### src/reset_cause_pkg.sv
/*
  Package for the reset-cause flag block: register offsets, field positions,
  reset values, the AXI4-Lite response codes and the carriers shared by the files.
  Assumes a 32-bit AXI4-Lite bus, with one register word per aligned address.
*/
package reset_cause_pkg;

  // ------------------------------------------------------------------
  // Register map
  // ------------------------------------------------------------------
  localparam logic [3:0] flags_offset  = 4'h0;
  localparam logic [3:0] events_offset = 4'h4;

  // ------------------------------------------------------------------
  // Field positions in the flag register
  // ------------------------------------------------------------------
  localparam int stack_over_bit  = 7;
  localparam int stack_under_bit = 6;
  localparam int unused_bit      = 5;
  localparam int watchdog_bit    = 4;
  localparam int pin_bit         = 3;
  localparam int instr_bit       = 2;
  localparam int power_on_bit    = 1;
  localparam int brownout_bit    = 0;

  // Bits that firmware can store; bit 5 is never stored.
  localparam logic [7:0] implemented_mask = 8'hdf;

  // Value taken on power-on and brown-out, before the cause bits are cleared.
  localparam logic [7:0] power_reset_value = 8'h1f;

  // ------------------------------------------------------------------
  // AXI4-Lite response codes
  // ------------------------------------------------------------------
  localparam logic [1:0] resp_okay   = 2'h0;
  localparam logic [1:0] resp_slverr = 2'h2;

  // ------------------------------------------------------------------
  // Carriers
  // ------------------------------------------------------------------
  typedef struct packed {
    logic power_on;
    logic brownout;
    logic low_power_brownout;
    logic pin;
    logic watchdog;
    logic instr;
    logic stack_over;
    logic stack_under;
  } reset_events_s;

  typedef struct packed {
    logic       write;
    logic [7:0] data;
  } flag_write_s;

endpackage

### src/reset_event_decode.sv
/*
  Combines the raw reset sources into the events that move the flags and into
  the single request that resets the rest of the device.
  Assumes every source is a level synchronous to aclk, high while active.
*/
`timescale 1ns/100ps

module reset_event_decode (
  input  wire logic                          stack_reset_enable,
  input  wire reset_cause_pkg::reset_events_s raw,
  output      reset_cause_pkg::reset_events_s events,
  output      logic                          device_reset_req
);

  wire brownout_any = raw.brownout | raw.low_power_brownout;
  wire stack_reset  = stack_reset_enable & (raw.stack_over | raw.stack_under);

  assign events.power_on           = raw.power_on;
  assign events.brownout           = brownout_any;
  assign events.low_power_brownout = raw.low_power_brownout;
  assign events.pin                = raw.pin;
  assign events.watchdog           = raw.watchdog;
  assign events.instr              = raw.instr;
  assign events.stack_over         = raw.stack_over;
  assign events.stack_under        = raw.stack_under;

  assign device_reset_req = raw.power_on | brownout_any | raw.pin | raw.watchdog
                          | raw.instr | stack_reset;

endmodule

### src/reset_cause_flags_core.sv
/*
  The flag register itself: hardware sets the stack flags, clears the cause
  flags, and firmware may write any implemented bit.
  Assumes events are levels synchronous to aclk; held events keep acting.
*/
`timescale 1ns/100ps

module reset_cause_flags_core (
  input  wire logic                           aclk,
  input  wire logic                           aresetn,
  input  wire reset_cause_pkg::reset_events_s events,
  input  wire reset_cause_pkg::flag_write_s   wr,
  output      logic [7:0]                     flags
);

  logic [7:0] flags_reg;
  logic [7:0] base;
  logic [7:0] flags_next;
  logic       power_event;

  assign power_event = events.power_on | events.brownout;

  // Power-on and brown-out load fixed values in place of any firmware write, then the
  // hardware events apply on top, so a cause arriving with a write is never lost.
  always_comb begin
    base = flags_reg;
    if (power_event) begin
      // A brown-out alone leaves the power-on flag as it was, so firmware can
      // still tell a fresh power-up from a later supply dip.
      base = reset_cause_pkg::power_reset_value;
      base[reset_cause_pkg::power_on_bit] = flags_reg[reset_cause_pkg::power_on_bit];
    end else if (wr.write) begin
      base = wr.data & reset_cause_pkg::implemented_mask;
    end
    flags_next = base;
    if (events.stack_over) begin
      flags_next[reset_cause_pkg::stack_over_bit] = 1'b1;
    end
    if (events.stack_under) begin
      flags_next[reset_cause_pkg::stack_under_bit] = 1'b1;
    end
    if (events.watchdog) begin
      flags_next[reset_cause_pkg::watchdog_bit] = 1'b0;
    end
    if (events.pin) begin
      flags_next[reset_cause_pkg::pin_bit] = 1'b0;
    end
    if (events.instr) begin
      flags_next[reset_cause_pkg::instr_bit] = 1'b0;
    end
    if (events.power_on) begin
      flags_next[reset_cause_pkg::power_on_bit] = 1'b0;
    end
    if (power_event) begin
      flags_next[reset_cause_pkg::brownout_bit] = 1'b0;
    end
    flags_next[reset_cause_pkg::unused_bit] = 1'b0;
  end

  // The bus reset loads the power-on pattern; causes are captured on the
  // same edges that request the device reset.
  always_ff @(posedge aclk) begin
    if (!aresetn) begin
      flags_reg <= reset_cause_pkg::power_reset_value & 8'hfc;
    end else begin
      flags_reg <= flags_next;
    end
  end

  assign flags = flags_reg;

endmodule

### src/reset_cause_flag_register.sv
/*
  Reset-cause flag register with an AXI4-Lite slave.
  Assumes all reset sources are synchronous levels on aclk. The aresetn input
  resets the bus logic and loads the flags with the power-on pattern; after
  that only the reset sources and firmware writes move them.
*/
// Contract
// - Stack overflow sets bit 7 until cleared.
// - Stack underflow sets bit 6 until cleared.
// - Bit 5 reads zero, writes ignored.
// - Watchdog reset clears bit 4.
// - Pin reset clears bit 3.
// - Reset instruction clears bit 2.
// - Power-on clears bit 1; firmware rewrites.
// - Brown-out clears bit 0; firmware rewrites.
// - Power resets load fixed flag values.
// - Hardware sets stack flags, clears others.
// - Both brown-out detectors clear bit 0.
// - Stack faults reset only when enabled.
`timescale 1ns/100ps

module reset_cause_flag_register (
  input  wire logic        aclk,
  input  wire logic        aresetn,
  input  wire logic [3:0]  s_axi_awaddr,
  input  wire logic        s_axi_awvalid,
  output      logic        s_axi_awready,
  input  wire logic [31:0] s_axi_wdata,
  input  wire logic [3:0]  s_axi_wstrb,
  input  wire logic        s_axi_wvalid,
  output      logic        s_axi_wready,
  output      logic [1:0]  s_axi_bresp,
  output      logic        s_axi_bvalid,
  input  wire logic        s_axi_bready,
  input  wire logic [3:0]  s_axi_araddr,
  input  wire logic        s_axi_arvalid,
  output      logic        s_axi_arready,
  output      logic [31:0] s_axi_rdata,
  output      logic [1:0]  s_axi_rresp,
  output      logic        s_axi_rvalid,
  input  wire logic        s_axi_rready,
  input  wire logic        power_on_reset,
  input  wire logic        brownout_reset,
  input  wire logic        low_power_brownout_detector,
  input  wire logic        external_reset_pin_n,
  input  wire logic        watchdog_timeout,
  input  wire logic        reset_instruction,
  input  wire logic        stack_overflow,
  input  wire logic        stack_underflow,
  input  wire logic        stack_reset_enable,
  output      logic        device_reset,
  output      logic [7:0]  reset_cause_flags
);

  // ------------------------------------------------------------------
  // Reset sources
  // ------------------------------------------------------------------
  reset_cause_pkg::reset_events_s raw;
  reset_cause_pkg::reset_events_s events;
  reset_cause_pkg::flag_write_s   flag_wr;
  logic                           reset_req;
  logic [7:0]                     flags;

  assign raw.power_on           = power_on_reset;
  assign raw.brownout           = brownout_reset;
  assign raw.low_power_brownout = low_power_brownout_detector;
  assign raw.pin                = ~external_reset_pin_n;
  assign raw.watchdog           = watchdog_timeout;
  assign raw.instr              = reset_instruction;
  assign raw.stack_over         = stack_overflow;
  assign raw.stack_under        = stack_underflow;

  reset_event_decode u_decode (
    .stack_reset_enable (stack_reset_enable),
    .raw                (raw),
    .events             (events),
    .device_reset_req   (reset_req)
  );

  reset_cause_flags_core u_core (
    .aclk    (aclk),
    .aresetn (aresetn),
    .events  (events),
    .wr      (flag_wr),
    .flags   (flags)
  );

  // ------------------------------------------------------------------
  // Write channel
  // ------------------------------------------------------------------
  logic        aw_held_reg;
  logic [3:0]  aw_addr_reg;
  logic        w_held_reg;
  logic [31:0] w_data_reg;
  logic [3:0]  w_strb_reg;
  logic        bvalid_reg;
  logic [1:0]  bresp_reg;
  logic        awready_reg;
  logic        wready_reg;

  // Word decode shared by the write and read paths; the byte offset is ignored.
  function automatic logic hits(input logic [3:0] addr, input logic [3:0] offset);
    return addr[3:2] == offset[3:2];
  endfunction

  wire aw_take   = s_axi_awvalid & ~aw_held_reg & ~bvalid_reg;
  wire w_take    = s_axi_wvalid & ~w_held_reg & ~bvalid_reg;
  wire wr_go     = aw_held_reg & w_held_reg & ~bvalid_reg;
  wire wr_flags  = hits(aw_addr_reg, reset_cause_pkg::flags_offset);
  wire wr_events = hits(aw_addr_reg, reset_cause_pkg::events_offset);
  wire wr_mapped = wr_flags | wr_events;

  // Only byte lane 0 carries the flags; a write without it leaves them alone.
  assign flag_wr.write = wr_go & wr_flags & w_strb_reg[0];
  assign flag_wr.data  = w_data_reg[7:0];

  always_ff @(posedge aclk) begin
    if (!aresetn) begin
      aw_held_reg <= 1'b0;
      aw_addr_reg <= 4'h0;
    end else if (aw_take) begin
      aw_held_reg <= 1'b1;
      aw_addr_reg <= s_axi_awaddr;
    end else if (wr_go) begin
      aw_held_reg <= 1'b0;
    end
  end

  always_ff @(posedge aclk) begin
    if (!aresetn) begin
      w_held_reg <= 1'b0;
      w_data_reg <= 32'h0;
      w_strb_reg <= 4'h0;
    end else if (w_take) begin
      w_held_reg <= 1'b1;
      w_data_reg <= s_axi_wdata;
      w_strb_reg <= s_axi_wstrb;
    end else if (wr_go) begin
      w_held_reg <= 1'b0;
    end
  end

  always_ff @(posedge aclk) begin
    if (!aresetn) begin
      bvalid_reg <= 1'b0;
      bresp_reg  <= reset_cause_pkg::resp_okay;
    end else if (wr_go) begin
      bvalid_reg <= 1'b1;
      bresp_reg  <= wr_mapped ? reset_cause_pkg::resp_okay : reset_cause_pkg::resp_slverr;
    end else if (s_axi_bready) begin
      bvalid_reg <= 1'b0;
    end
  end

  // The readies are flops fed with the next holding state, so the handshake
  // timing is that of the holding flags while the ports come from a register.
  wire aw_held_next = aw_take | (aw_held_reg & ~wr_go);
  wire w_held_next  = w_take | (w_held_reg & ~wr_go);
  wire bvalid_next  = wr_go | (bvalid_reg & ~s_axi_bready);

  always_ff @(posedge aclk) begin
    if (!aresetn) begin
      awready_reg <= 1'b1;
      wready_reg  <= 1'b1;
    end else begin
      awready_reg <= ~aw_held_next & ~bvalid_next;
      wready_reg  <= ~w_held_next & ~bvalid_next;
    end
  end

  assign s_axi_awready = awready_reg;
  assign s_axi_wready  = wready_reg;
  assign s_axi_bvalid  = bvalid_reg;
  assign s_axi_bresp   = bresp_reg;

  // ------------------------------------------------------------------
  // Read channel
  // ------------------------------------------------------------------
  logic        rvalid_reg;
  logic [31:0] rdata_reg;
  logic [1:0]  rresp_reg;
  logic        arready_reg;

  wire        ar_take   = s_axi_arvalid & ~rvalid_reg;
  wire        rd_flags  = hits(s_axi_araddr, reset_cause_pkg::flags_offset);
  wire        rd_events = hits(s_axi_araddr, reset_cause_pkg::events_offset);
  wire [31:0] rd_value  = rd_flags  ? {24'h0, flags} :
                          rd_events ? {24'h0, events} : 32'h0;
  wire        rd_mapped = rd_flags | rd_events;

  always_ff @(posedge aclk) begin
    if (!aresetn) begin
      rvalid_reg <= 1'b0;
      rdata_reg  <= 32'h0;
      rresp_reg  <= reset_cause_pkg::resp_okay;
    end else if (ar_take) begin
      rvalid_reg <= 1'b1;
      rdata_reg  <= rd_value;
      rresp_reg  <= rd_mapped ? reset_cause_pkg::resp_okay : reset_cause_pkg::resp_slverr;
    end else if (s_axi_rready) begin
      rvalid_reg <= 1'b0;
    end
  end

  wire rvalid_next = ar_take | (rvalid_reg & ~s_axi_rready);

  always_ff @(posedge aclk) begin
    if (!aresetn) begin
      arready_reg <= 1'b1;
    end else begin
      arready_reg <= ~rvalid_next;
    end
  end

  assign s_axi_arready = arready_reg;
  assign s_axi_rvalid  = rvalid_reg;
  assign s_axi_rdata   = rdata_reg;
  assign s_axi_rresp   = rresp_reg;

  // ------------------------------------------------------------------
  // Device-side outputs
  // ------------------------------------------------------------------
  logic device_reset_reg;

  always_ff @(posedge aclk) begin
    if (!aresetn) begin
      device_reset_reg <= 1'b0;
    end else begin
      device_reset_reg <= reset_req;
    end
  end

  assign device_reset      = device_reset_reg;
  assign reset_cause_flags = flags;

endmodule

### config.mk
export PLATFORM = sky130hd
export DESIGN_NAME = reset_cause_flag_register
export DESIGN_NICKNAME = d
export VERILOG_FILES = /design/src/reset_cause_pkg.sv /design/src/reset_event_decode.sv /design/src/reset_cause_flags_core.sv /design/src/reset_cause_flag_register.sv
export SDC_FILE = /design/constraint.sdc
export NUM_CORES = 1
export LEC_CHECK = 0
export ABC_AREA = 1
export BUFFER_PORTS_ARGS = -buffer_cell sky130_fd_sc_hd__buf_2
export CORE_MARGIN = 4
export CORE_UTILIZATION = 47
export DETAILED_ROUTE_END_ITERATION = 8
export PLACE_DENSITY = 0.91
export SYNTH_ARGS = -nofsm -noshare
export SYNTH_HDL_FRONTEND = slang
export SYNTH_HIERARCHICAL = 1
export SYNTH_SLANG_ARGS = --single-unit
### constraint.sdc
create_clock -name aclk -period 3.85 [get_ports aclk]
set_clock_uncertainty 0.1 [all_clocks]
set_input_delay 0.77 -clock aclk [delete_from_list [all_inputs] [get_ports aclk]]
set_output_delay 0.77 -clock aclk [all_outputs]
set_load 0.05 [all_outputs]
==> results.cfg <==
[outcome]
outcome = complete, no violations

[hold_path]
min_path_type = reg -> reg
holdPathStages = 2
min_to = u_core/flags[1]$_SDFFE_PP0P_
worstHoldStart = w_data_reg[1]$_SDFFE_PN0P_

[timing]
slew_headroom = 0.356
slew_viol_final = 0
rsz0062_at_grt = false
timing.final.setup_violations = 0
hold_viol_final = 0
min_period_ns = 2.16
fin_tns_setup_ns = 0
fmax_mhz = 464
worstMarginPinSlew_ns = 0.958
fin_crit_sh = 0.560

[logic_synthesis]
syn_inst = 272
netlist_area_um2 = 1900
syn-mean-instance-area_um2 = 6.97
ys_warn_count = 6

[grt]
grt_pass1_vias = 1444
grt.total_usage = 0.153
met1_usage = 0.176
grt_pass1_wl_um = 6240
use_met2 = 0.263
antenna_found_initial = 0
grt_max_degree = 25
grt.met3_usage = 0.0589
grt.busiest_layer = met2
overflow = 0

[critical_path]
r2r_start = w_held_reg$_SDFFE_PN0P_
critPathKind = reg -> reg
worstSetupEndpointType = flop
critPathLaunchType = flop
rr_endpoint = u_core/flags[7]$_SDFFE_PN0P_
required_ns = 3.93
reg2reg_depth = 9
cp_max_fo = 9
ff2ff_setup_slack_ns = 1.69
worstPathArrival_ns = 2.24

[clocking]
clock_sinks = 35
post_cts_resized = 0
cts_tree = yes
postCtsSetupBuffers = 0
clock-root-buffer = clkbuf_8
clk_pin_slew_ns = 0.07
clock_latency_ns = 0.28
cts_buffers = 5
h-tree-depth = 2
clock_path_buffers = 2
cts_hold_buf = 0

[power_and_ir_drop]
finalPower_w = 0.000901
power_density_nw_per_um2 = 434
power.leakage_nw = 1.13
peakVddDrop_v = 0.000203

[route]
avgViaCountPerCell = 4.46
num_vias = 1609
drt_iter0_drc = 71
drtPass1Iterations = 4
drtAntennaViolNets = 0
drt_wl_total_um = 3730
route.detailed.drc = 0
wl_per_cell_um = 10.3

[cells_and_area]
multi_input_area_um2 = 831
n_fill_cell = 386
n_antenna_cell = 0
nNetsFinal = 372
synthToLayoutAreaGrowth_pct = 9.44
seq_area_um2 = 701
finalCoreUtilization = 0.550
largest_reg_flops = 8
drive_above_1_share = 0.227
design_area_um2 = 2070

[die]
die_area_um2 = 5110
ios = 110
start_util = 0.503
rows = 22
core_um2 = 3770
die_h_um = 71.5
die_w_um = 71.5

[placed_design]
dp_hpwl_um = 2960
port_buffers = 50
place_area_um2 = 1990
routabilityCongestion = 0.800

[run]
maxCapViolations = 0
-- worst max-delay path, stage by stage (launching register included) --
cell and delay, ns:
dfxtp_1 0.43, nand2_1 0.10, nor2_1 0.14, nand2_1 0.09, nor3_1 0.74, inv_2 0.17, nand3_1 0.13, nand3_1 0.07
nand2_1 0.06, inv_1 0.04
-- layout make-up --
cell class | count | share of cell area
Sequential cell | 35 | 0.338
Multi-Input combinational cell | 180 | 0.400
Clock buffer | 7 | 0.0368
Clock inverter | 1 | 0.00241
Tap cell | 48 | 0.0290
Inverter | 40 | 0.0730
Timing Repair Buffer | 50 | 0.121
-- placed cells by master, fill, tap and decap left out, types with 3 or more instances in the layout --
cell,count
nand3_2,3
inv_2,3
nand3b_1,10
clkbuf_8,5
o21ai_0,3
dfxtp_1,35
nand4_1,3
buf_2,50
inv_1,36
nor2_1,32
nand2_1,58
conb_1,27
nand3_1,23
a21oi_1,10
-- metrics by stage --
step	setup WS, ns	hold WS (ns)	std cells
2_1_floorplan	2.05	0.353	297
3_3_place_gp	1.74	0.363	353
3_5_place_dp	1.71	0.371	353
4_1_cts	1.69	0.386	361
5_1_grt	1.39	0.400	361
6_report	1.69	0.380	361
-- metal layers --
| metal | vias to the layer above | part of all wire |
|---|---|---|
| met1 | 693 | 0.42 |
| met3 | 6 | 0.093 |
| li1 | 852 | - |
| met5 | - | 0 |
| met4 | 0 | 0.015 |
| met2 | 58 | 0.47 |
-- where the power goes --
group | switching [W] | total (W) | internal, W | leakage, nW
registers | 0.0000163 | 0.000408 | 0.000391 | 0.290
clock network | 0.000125 | 0.000252 | 0.000127 | 0.0422
logic | 0.000187 | 0.000242 | 0.0000542 | 0.794
-- worst max path at each step --
| stage | end | slack, ns | cells past startpoint | startpoint |
|---|---|---|---|---|
| 3_3_place_gp | u_core/flags[7]$_SDFFE_PN0P_ | 1.74 | 9 | w_held_reg$_SDFFE_PN0P_ |
| 3_5_place_dp | u_core/flags[7]$_SDFFE_PN0P_ | 1.71 | 9 | w_held_reg$_SDFFE_PN0P_ |
| 6_report | u_core/flags[7]$_SDFFE_PN0P_ | 1.69 | 9 | w_held_reg$_SDFFE_PN0P_ |
| 2_1_floorplan | u_core/flags[0]$_SDFFE_PP0P_ | 2.05 | 7 | low_power_brownout_detector |
| 5_1_grt | u_core/flags[7]$_SDFFE_PN0P_ | 1.39 | 9 | w_held_reg$_SDFFE_PN0P_ |
| 4_1_cts | u_core/flags[7]$_SDFFE_PN0P_ | 1.69 | 9 | w_held_reg$_SDFFE_PN0P_ |
Power figures use the tool's default switching activity.
